[src/core/aux_cal_regs_defs.svh]
// Register offsets, field positions, reset values and timing counts of the auxiliary bank
`ifndef AUX_CAL_REGS_DEFS_SVH
`define AUX_CAL_REGS_DEFS_SVH

`define ADDR_W               10
`define OFS_AUX_MON_POWER    10'h325
`define OFS_CONV_RES_HIGH    10'h327
`define OFS_CONV_RES_LOW     10'h328
`define OFS_BATT_THRESH      10'h32D
`define OFS_EXT_CLK_DIV      10'h32E
`define OFS_GAIN_CLK_DIV     10'h32F
`define OFS_FLAGS_PRI        10'h336
`define OFS_FLAGS_SEC        10'h337
`define OFS_CAL_ENABLES      10'h338
`define OFS_CAL_PROGRESS     10'h339
`define OFS_FCAL_WORD        10'h345

`define RST_EXT_CLK_DIV      4'h4
`define RST_GAIN_CLK_DIV     8'h28

`define BIT_TEMP_MON         1
`define BIT_BATT_MON         0
`define BIT_SYNTH_CAL        1
`define BIT_RXF_CAL          0
`define BIT_AMP_RAMP         2
`define SEC_USED_MASK        8'hD3

`define GAIN_LOOP_PRESCALE   16

`endif

[src/core/aux_cal_regs_pkg.sv]
// Types of the auxiliary and calibration register bank
package aux_cal_regs_pkg;

  typedef struct packed {
    logic [1:0] auxPower;
    logic [4:0] battTrip;
    logic [3:0] extDiv;
    logic [7:0] gainDiv;
    logic [7:0] flagsPri;
    logic [7:0] flagsSec;
    logic [1:0] calEn;
    logic [7:0] rdData;
    logic [3:0] extCnt;
    logic       extClk;
    logic [7:0] gainCnt;
    logic [3:0] gainPre;
    logic       gainTick;
  } bank_state_s;

endpackage

[src/core/aux_cal_register_bank.sv]
// Auxiliary monitor, event flag and calibration register bank
// Notes on behaviour
// - Auxiliary power bit 1 switches the temperature monitor on or off.
// - Auxiliary power bit 0 switches the battery monitor on or off.
// - Converter result bits 7:2 read in high [5:0], bits 1:0 in low [7:6].
// - Five-bit field sets battery trip level, 1.7 V plus 62 mV per count.
// - Supply below battery threshold sets secondary flag bit 7 and raises alarm, only while aux power bit 0 is set.
// - Four-bit divider, reset 4, divides crystal for external clock; zero disables.
// - Gain loop updates at 26 MHz over 16 times eight-bit divider, reset 40.
// - Primary flag bit 7 sets when wake-up count reaches its limit.
// - Primary flag bit 6 sets when smart wake strength exceeds its limit.
// - Primary flag bit 5 sets on cipher done, only with cipher firmware loaded.
// - Primary flag bit 4 sets on transmit end, packet mode only.
// - Primary flag bit 3 sets on received address match, packet mode only.
// - Primary flag bit 2 sets on correct received checksum, packet mode only.
// - Primary flag bit 1 sets on qualified sync word detection.
// - Primary flag bit 0 sets on qualified preamble detection.
// - Secondary bit 6 sets on command ready, bit 0 on command finished.
// - Secondary bit 4 on wake timer expiry, bit 1 on port ready; 5,3,2 unused.
// - Calibration control bit 1 enables the synthesizer calibration machine.
// - Calibration control bit 0 enables receive filter calibration.
// - Status bit 1 reads 1 when synthesizer calibration finished and enabled, else 0.
// - Status bit 0 reads 1 when filter calibration finished and enabled, else 0.
// - Six-bit filter calibration word readable after a calibration cycle.
`timescale 1ns/1ps
`include "aux_cal_regs_defs.svh"

module aux_cal_register_bank #(
  parameter int unsigned GAIN_PRESCALE = `GAIN_LOOP_PRESCALE
) (
  input  wire logic                clk,
  input  wire logic                rstn,
  input  wire logic [`ADDR_W-1:0]  regAddr,
  input  wire logic [7:0]          regWrData,
  input  wire logic                regWrStb,
  input  wire logic                regRdStb,
  output logic      [7:0]          regRdData,
  input  wire logic [7:0]          convResult,
  input  wire logic                supplyBelowTrip,
  input  wire logic                wakeupCountReached,
  input  wire logic                smartWakeStrength,
  input  wire logic                cipherDone,
  input  wire logic                cipherLoaded,
  input  wire logic                packetMode,
  input  wire logic                txDone,
  input  wire logic                addrMatch,
  input  wire logic                crcCorrect,
  input  wire logic                syncDetect,
  input  wire logic                preambleDetect,
  input  wire logic                cmdReady,
  input  wire logic                cmdFinished,
  input  wire logic                wakeTimerExpired,
  input  wire logic                portReady,
  input  wire logic                synthCalDone,
  input  wire logic                rxFilterCalDone,
  input  wire logic                ampRampDone,
  input  wire logic [5:0]          rxFilterCalWord,
  input  wire logic                xtalTick,
  output logic                     tempMonitorEnable,
  output logic                     batteryMonitorEnable,
  output logic      [4:0]          batteryTripLevel,
  output logic                     batteryAlarm,
  output logic                     extClockOut,
  output logic                     gainLoopTick,
  output logic                     synthCalEnable,
  output logic                     rxFilterCalEnable
);

  aux_cal_regs_pkg::bank_state_s state_r;
  aux_cal_regs_pkg::bank_state_s state_nxt;

  logic [7:0] priEvents;
  logic [7:0] secEvents;
  logic       wrHit;

  always_comb
  begin
    priEvents = {wakeupCountReached,
                 smartWakeStrength,
                 cipherDone & cipherLoaded,
                 txDone & packetMode,
                 addrMatch & packetMode,
                 crcCorrect & packetMode,
                 syncDetect,
                 preambleDetect};
    secEvents = {supplyBelowTrip & state_r.auxPower[`BIT_BATT_MON],
                 cmdReady,
                 1'b0,
                 wakeTimerExpired,
                 2'b00,
                 portReady,
                 cmdFinished};
    wrHit = regWrStb;
  end

  always_comb
  begin
    state_nxt = state_r;
    state_nxt.rdData = 8'h00;
    if (wrHit)
    begin
      case (regAddr)
        `OFS_AUX_MON_POWER: state_nxt.auxPower = regWrData[1:0];
        `OFS_BATT_THRESH:   state_nxt.battTrip = regWrData[4:0];
        `OFS_EXT_CLK_DIV:   state_nxt.extDiv   = regWrData[3:0];
        `OFS_GAIN_CLK_DIV:  state_nxt.gainDiv  = regWrData;
        `OFS_FLAGS_PRI:     state_nxt.flagsPri = regWrData;
        `OFS_FLAGS_SEC:     state_nxt.flagsSec = regWrData & `SEC_USED_MASK;
        `OFS_CAL_ENABLES:   state_nxt.calEn    = regWrData[1:0];
        default:            state_nxt.calEn    = state_nxt.calEn;
      endcase
    end
    // Events are ORed after the write so a set in the clearing cycle survives
    state_nxt.flagsPri = state_nxt.flagsPri | priEvents;
    state_nxt.flagsSec = state_nxt.flagsSec | secEvents;

    if (regRdStb)
    begin
      case (regAddr)
        `OFS_AUX_MON_POWER: state_nxt.rdData = {6'h00, state_r.auxPower};
        `OFS_CONV_RES_HIGH: state_nxt.rdData = {2'b00, convResult[7:2]};
        `OFS_CONV_RES_LOW:  state_nxt.rdData = {convResult[1:0], 6'h00};
        `OFS_BATT_THRESH:   state_nxt.rdData = {3'b000, state_r.battTrip};
        `OFS_EXT_CLK_DIV:   state_nxt.rdData = {4'h0, state_r.extDiv};
        `OFS_GAIN_CLK_DIV:  state_nxt.rdData = state_r.gainDiv;
        `OFS_FLAGS_PRI:     state_nxt.rdData = state_r.flagsPri;
        `OFS_FLAGS_SEC:     state_nxt.rdData = state_r.flagsSec;
        `OFS_CAL_ENABLES:   state_nxt.rdData = {6'h00, state_r.calEn};
        `OFS_CAL_PROGRESS:
          state_nxt.rdData = {5'h00, ampRampDone,
                              synthCalDone & state_r.calEn[`BIT_SYNTH_CAL],
                              rxFilterCalDone & state_r.calEn[`BIT_RXF_CAL]};
        `OFS_FCAL_WORD:     state_nxt.rdData = {2'b00, rxFilterCalWord};
        default:            state_nxt.rdData = 8'h00;
      endcase
    end

    // External clock: toggles every extDiv/2 crystal ticks; odd divide rounds duty
    if (state_r.extDiv == 4'h0)
    begin
      state_nxt.extCnt = 4'h0;
      state_nxt.extClk = 1'b0;
    end
    else if (xtalTick)
    begin
      if (state_r.extCnt >= state_r.extDiv - 4'h1)
      begin
        state_nxt.extCnt = 4'h0;
        state_nxt.extClk = 1'b1;
      end
      else
      begin
        state_nxt.extCnt = state_r.extCnt + 4'h1;
        if (state_r.extCnt + 4'h1 >= {1'b0, state_r.extDiv[3:1]})
          state_nxt.extClk = 1'b0;
      end
    end

    // Gain loop tick: prescale by 16 then by gainDiv; zero divider holds it off
    state_nxt.gainTick = 1'b0;
    if (xtalTick && state_r.gainDiv != 8'h00)
    begin
      if (state_r.gainPre == 4'(GAIN_PRESCALE - 1))
      begin
        state_nxt.gainPre = 4'h0;
        if (state_r.gainCnt >= state_r.gainDiv - 8'h01)
        begin
          state_nxt.gainCnt  = 8'h00;
          state_nxt.gainTick = 1'b1;
        end
        else
          state_nxt.gainCnt = state_r.gainCnt + 8'h01;
      end
      else
        state_nxt.gainPre = state_r.gainPre + 4'h1;
    end
  end

  always_ff @(posedge clk or negedge rstn)
  begin
    if (!rstn)
    begin
      state_r          <= '0;
      state_r.extDiv   <= `RST_EXT_CLK_DIV;
      state_r.gainDiv  <= `RST_GAIN_CLK_DIV;
    end
    else
      state_r <= state_nxt;
  end

  assign regRdData            = state_r.rdData;
  assign tempMonitorEnable    = state_r.auxPower[`BIT_TEMP_MON];
  assign batteryMonitorEnable = state_r.auxPower[`BIT_BATT_MON];
  assign batteryTripLevel     = state_r.battTrip;
  assign batteryAlarm         = state_r.flagsSec[7];
  assign extClockOut          = state_r.extClk;
  assign gainLoopTick         = state_r.gainTick;
  assign synthCalEnable       = state_r.calEn[`BIT_SYNTH_CAL];
  assign rxFilterCalEnable    = state_r.calEn[`BIT_RXF_CAL];

endmodule // aux_cal_register_bank

[config.mk]
export PLATFORM = sky130hd
export DESIGN_NAME = aux_cal_register_bank
export DESIGN_NICKNAME = d
export VERILOG_FILES = /design/src/core/aux_cal_regs_pkg.sv /design/src/core/aux_cal_register_bank.sv
export VERILOG_INCLUDE_DIRS = /design/src /design/src/core
export SDC_FILE = /design/constraint.sdc
export NUM_CORES = 1
export LEC_CHECK = 0
export BUFFER_PORTS_ARGS = -buffer_cell sky130_fd_sc_hd__buf_2
export CORE_MARGIN = 2
export CORE_UTILIZATION = 55
export DETAILED_ROUTE_END_ITERATION = 12
export PLACE_DENSITY = 0.83
export SETUP_SLACK_MARGIN = 0.05
export SYNTH_ARGS = -nofsm -noshare
export SYNTH_HDL_FRONTEND = slang
export SYNTH_SLANG_ARGS = --single-unit
[constraint.sdc]
create_clock -name clk -period 5 [get_ports clk]
set_input_delay 1 -clock clk [delete_from_list [all_inputs] [get_ports clk]]
set_output_delay 1 -clock clk [all_outputs]
set_load 0.02 [all_outputs]
; ---- Word-level counts from Yosys, hierarchy flattened
; Cells that the tools add are included.
[classes]
eq_ne = 12
muxes = 15
reduce_logical = 12
order_cmp = 3
n_addsub = 5
bitwise_logic = 9
[op_table]
columns = op, count
row1 = "equality test 10 bit, second input constant", 11
row2 = case mux 8 bit (11 select lines), 1
row3 = 2-to-1 mux 8 bit, 4
row4 = 2-to-1 mux 18 bit, 1
row5 = bitwise OR 8 bit, 2
row6 = 2-to-1 mux 5 bit, 3
row7 = AND reduction 2 bit, 7
row8 = "adder 4 x 1 -> 4 bit, second input constant", 2
row9 = "adder 8 x 1 -> 8 bit, second input constant", 1
row10 = greater-or-equal comparator 8 bit, 1
row11 = nonzero test 8 bit, 1
row12 = "subtractor 8 x 1 -> 8 bit, second input constant", 1
row13 = bitwise AND 1 bit, 7
row14 = "equality test 4 bit, second input constant", 1
row15 = greater-or-equal comparator 4 x 3 -> 1 bit, 1
row16 = greater-or-equal comparator 4 bit, 1
row17 = zero test 4 bit, 1
row18 = 2-to-1 mux 1 bit, 4
row19 = 2-to-1 mux 4 bit, 1
row20 = "subtractor 4 x 1 -> 4 bit, second input constant", 1
row21 = nonzero test 3 bit, 1
row22 = 2-to-1 mux 2 bit, 1
row23 = nonzero test 2 bit, 1
row24 = logical AND 1 bit, 1
[totals]
input_bits = 55
out_inout_bits = 20
word_cells = 69
register_bits = 63

; ---- Depth between registers and ports, before layout
[logic_depth]
ltp_word = 6
mapped_depth = 10
depth_no_buf = 10

; ---- Worst setup path before layout
; No wires, ideal clock.
[synth_timing]
path_kind = flip-flop to flip-flop
startpoint = register state_r[48] in the netlist's numbering
endpoint = register state_r[12] in the netlist's numbering
path_buffers = 0
t_required_ns = 4.884
slack_ns = 2.489
setup_time_ns = 0.116
t_arrival_ns = 2.396
stages_incl_launch_ff = 10
synth_period_minus_slack_ns = 2.511
cell_sequence = dfrtp_1 nor4_1 nand2_1 xor2_1 ha_1 o21ai_0 nor2_1 a211o_1 nand2b_1 o311ai_0
[synth_between]
elab_chain_len = 3
word_cells_on_any_way = 6
classes_between = 1 x add/sub / 1 x order compare / 1 x mux / 3 x reduce/logical
[synth_lines]
columns = item, line_no
row1 = from (decl), aux_cal_register_bank.sv:69  ; aux_cal_regs_pkg::bank_state_s state_r;
row2 = from (signal assigned), aux_cal_register_bank.sv:188  ; state_r <= state_nxt;
row3 = subtractor 8 x 1 -> 8 bit / nonzero test 8 bit (equally long branches), "aux_cal_register_bank.sv:166, aux_cal_register_bank.sv:161"
row4 = greater-or-equal comparator 8 bit / logical AND 1 bit (equally long branches), "aux_cal_register_bank.sv:166, aux_cal_register_bank.sv:161"
row5 = 2-to-1 mux 8 bit / AND reduction 2 bit (equally long branches), --
; Several ways; a longest one is shown, not always the timed one.
; A chain may end at the register's enable or synchronous reset.

; ---- Worst setup path after layout
; Same ends and word-level chain as after synthesis.

==> summary.md <==
| Metric | Value |
|---|---|
| Status | `finished clean` |
| Top-count cell post-synth | `dfrtp_1` |
| Clock-pin slew on the worst setup and hold paths | `80 ps` |
| NetSw | `0.387 mW` |
| Max Transition Viols Final | `0` |
| PwrDens | `299 nW/um2` |
| Share of cells above drive strength 1 | `28.4%` |
| Grt total ovfl | `0` |
| Drt wl/cell | `17.2 um` |
| Sw frac | `31.0%` |
| Final net count | `508` |
| CTS tree | `done` |
| Flop pwr share | `45.0%` |
| Avg Inst Size Synth | `9.91 um2` |
| Via/cell ratio | `6.18` |
| Fin crit period | `2890 ps` |
| Initial antenna violation count | `0` |
| Slew Limit Headroom | `51.1%` |
| Dominant cells by area after synthesis | `dfrtp_1 39%, ha_1 7.2%, mux2_2 5.9%, nand2_1 4.0%, o21ai_0 3.2%` |
| # H-tree levels | `3` |
| Gate Count Post-Synth | `368` |
| Hold wc startpoint | `state_r[42]` |
| Commonest cells post-synth | `57 x dfrtp_1, 39 x nand2_1, 23 x o21ai_0` |
| Cell Area, Synth | `3650 um2` |
| Pre-antenna DRT Iters | `5` |
| Die area | `7300 um2` |
| Vias in the first global route | `3063` |
| Port Buffers | `74` |
| R2R depth | `9` |
| Ys async rst share | `100%` |
| Leakage | `2.03 nW` |
| Final hold vios | `0` |
| Internal | `0.864 mW` |
| Synth Flop Type | `dfrtp_1` |
| Pin count of the biggest net entering global routing | `61` |
| Drc violations | `0` |
| CP peak stage delay | `600 ps` |
| Post-synth cell types | `59` |
| Total Routing Usage GR | `26.1%` |
| Worst VDD drop | `0.185 mV` |
| Critical path's slowest cell | `nor4_1` |
| Die Y | `85.4 um` |
| Antenna-violating nets left | `0` |
| Crit-path cells | `nor4_1, nand2_1, xor2_1, ha_1, o21ai_0, nor2_1, a211o_1, nand2b_1, o311ai_0` |
| Reg-to-reg endpoint | `state_r[12]` |
| Crit. End Element | `register` |
| Storage cell area | `1510 um2` |
| Achievable Freq | `0.346 GHz` |
| Core region area | `6390 um2` |
| Die Span X | `85.4 um` |
| Critical path arrival | `3140 ps` |
| Top-Level Pins | `75` |
| Worst-Margin Slew | `733 ps` |
| Dpl ws | `2170 ps` |
| Cts repair resizes | `0` |
| Antenna Cells | `0` |
| Post-synth EDFFs | `0` |
| Hold_buf cts | `0` |
| Flop2flop setup slack | `2110 ps` |
| CTS sink count | `60` |
| Critical Path Fanout Max | `10` |
| Worst setup margin | `2110 ps` |
| Post-synth top area cell | `dfrtp_1` |
| Routability cong. | `0.964` |
| Final setup vio count | `0` |
| Multi-input logic area | `1950 um2` |
| RSZ-0062 raised after global routing | `no` |
| Initial Util | `57.1%` |
| Final WL | `8820 um` |
| Maxcap violations | `0` |
| Standard-cell rows | `29` |
| Layout Skew | `11.7 ps` |
| Post-CTS setup buffers | `0` |
| Clock root cell | `clkbuf_8` |
| Final period util | `57.8%` |
| Synthesis-to-layout area growth | `14.5%` |
| CTS max path bufs | `2` |
| Comb power frac | `19.0%` |
| Clk network pwr share | `36.1%` |
| Cts bufs inserted | `9` |
| Classification of the worst setup path | `register to register` |
| Crit start category | `register` |
| Placement Cell Area | `3980 um2` |
| Yosys top cell area share | `39.1%` |
| Hold crit path type | `register to register` |
| Synth Warn # | `0` |
| Post-synthesis net count | `444` |
| First-pass GRT wire length | `14900 um` |
| Critical Path Source | `state_r[48]` |
| FF+latch count, synth | `60` |
| WHS Endpoint | `state_r[42]` |
| RR Startpoint | `state_r[48]` |
| First-iteration detailed-routing DRC count | `185` |
| Clk_lat worst skew | `360 ps` |
| Filler cells | `502` |
| Vias | `3179` |
| Critical Path RT | `5250 ps` |
| WHS Path Cells | `1` |
| HPWL Detailed | `6480 um` |
| Register area share after synthesis | `41.3%` |
| Setup TNS | `0 ps` |
| Fin area | `4180 um2` |
## per-layer routing
metal	vias up	track usage [%]	wire length [um]
met1	1506	35.0	3670
li1	1486	-	-
met5	-	0	0
met2	156	39.8	4100
met3	31	4.28	684
met4	0	15.9	368
## metrics by stage
stage          hold slack [ps]  power (mW)  instances  util [%]
2_1_floorplan              451       0.722        368         -
3_3_place_gp               472       0.794        498      62.3
3_5_place_dp               479       0.806        498      62.3
4_1_cts                    496        1.26        514      65.4
5_1_grt                    527        1.32        514      65.4
6_report                   495        1.25        514      65.4
## cell type report
type	instances	area share, %
clock buffers	9	2.96
flip-flops and latches	60	36.0
clock inverters	7	1.83
inverters	12	1.08
multi-input cells	274	46.8
repair buffers	75	9.04
well taps	77	2.31
## critical path: cells and delay by family, from the launching register on
| kind | cells | cell delay (ps) |
|---|---|---|
| adder cells (fa/ha/maj) | 1 | 280 |
| AO/OA/AOI/OAI | 3 | 820 |
| XOR/XNOR | 1 | 170 |
| flip-flops | 1 | 440 |
| AND/OR/NAND/NOR | 4 | 1060 |
## power groups by stage
stage	sequential [mW]	combinational (mW)	clock, mW
after global routing	0.568	0.269	0.480
after floorplan	0.568	0.154	0
after CTS	0.562	0.239	0.457
after detailed placement	0.570	0.236	0
final	0.562	0.237	0.451
after global placement	0.569	0.225	0
## cells in the final DEF, fill, tap and decap left out, types with 3 or more instances in the layout
cell type,instances
dfrtp_1,57
a31oi_1,5
dfstp_2,3
nor2b_1,3
a32oi_1,3
buf_2,74
xnor2_1,7
and2_1,3
nand4_1,6
inv_1,12
ha_1,21
nor3_1,3
o21ai_0,23
nor4_1,3
nand3_1,19
a22oi_1,11
nand3b_1,5
nand2b_1,8
nor2_1,15
a21oi_1,11
and3_1,16
o2bb2ai_1,4
a211o_1,5
mux2_2,19
xor2_1,5
a221o_1,4
clkbuf_8,9
nand2_1,39
## worst max-delay path by stage
stage	endpoint	slack (ps)
finish	state_r[12]	2110
global route	state_r[12]	1820
CTS	state_r[12]	2150
detailed placement	state_r[12]	2170
global placement	state_r[12]	2240
floorplan	state_r[12]	2490
## sequential cells by signal, summed over array words and instances (netlist names)
register,cells
synthCalEnable,1
batteryAlarm,1
extClockOut,1
state_r,40
tempMonitorEnable,1
batteryTripLevel,5
rxFilterCalEnable,1
gainLoopTick,1
batteryMonitorEnable,1
regRdData,8
## cell families (layout without fill, tap and decap cells)
| family | after synthesis | in the layout | synth area share, % |
|---|---|---|---|
| adder cells (fa/ha/maj) | 21 | 21 | 7.20 |
| buffers and inverters | 34 | 103 | 5.21 |
| AND/OR/NAND/NOR | 139 | 139 | 21.8 |
| flip-flops | 60 | 60 | 41.3 |
| multiplexers | 20 | 20 | 6.14 |
| AO/OA/AOI/OAI | 82 | 82 | 15.5 |
| XOR/XNOR | 12 | 12 | 2.88 |
(Power assumes the default switching activity.)
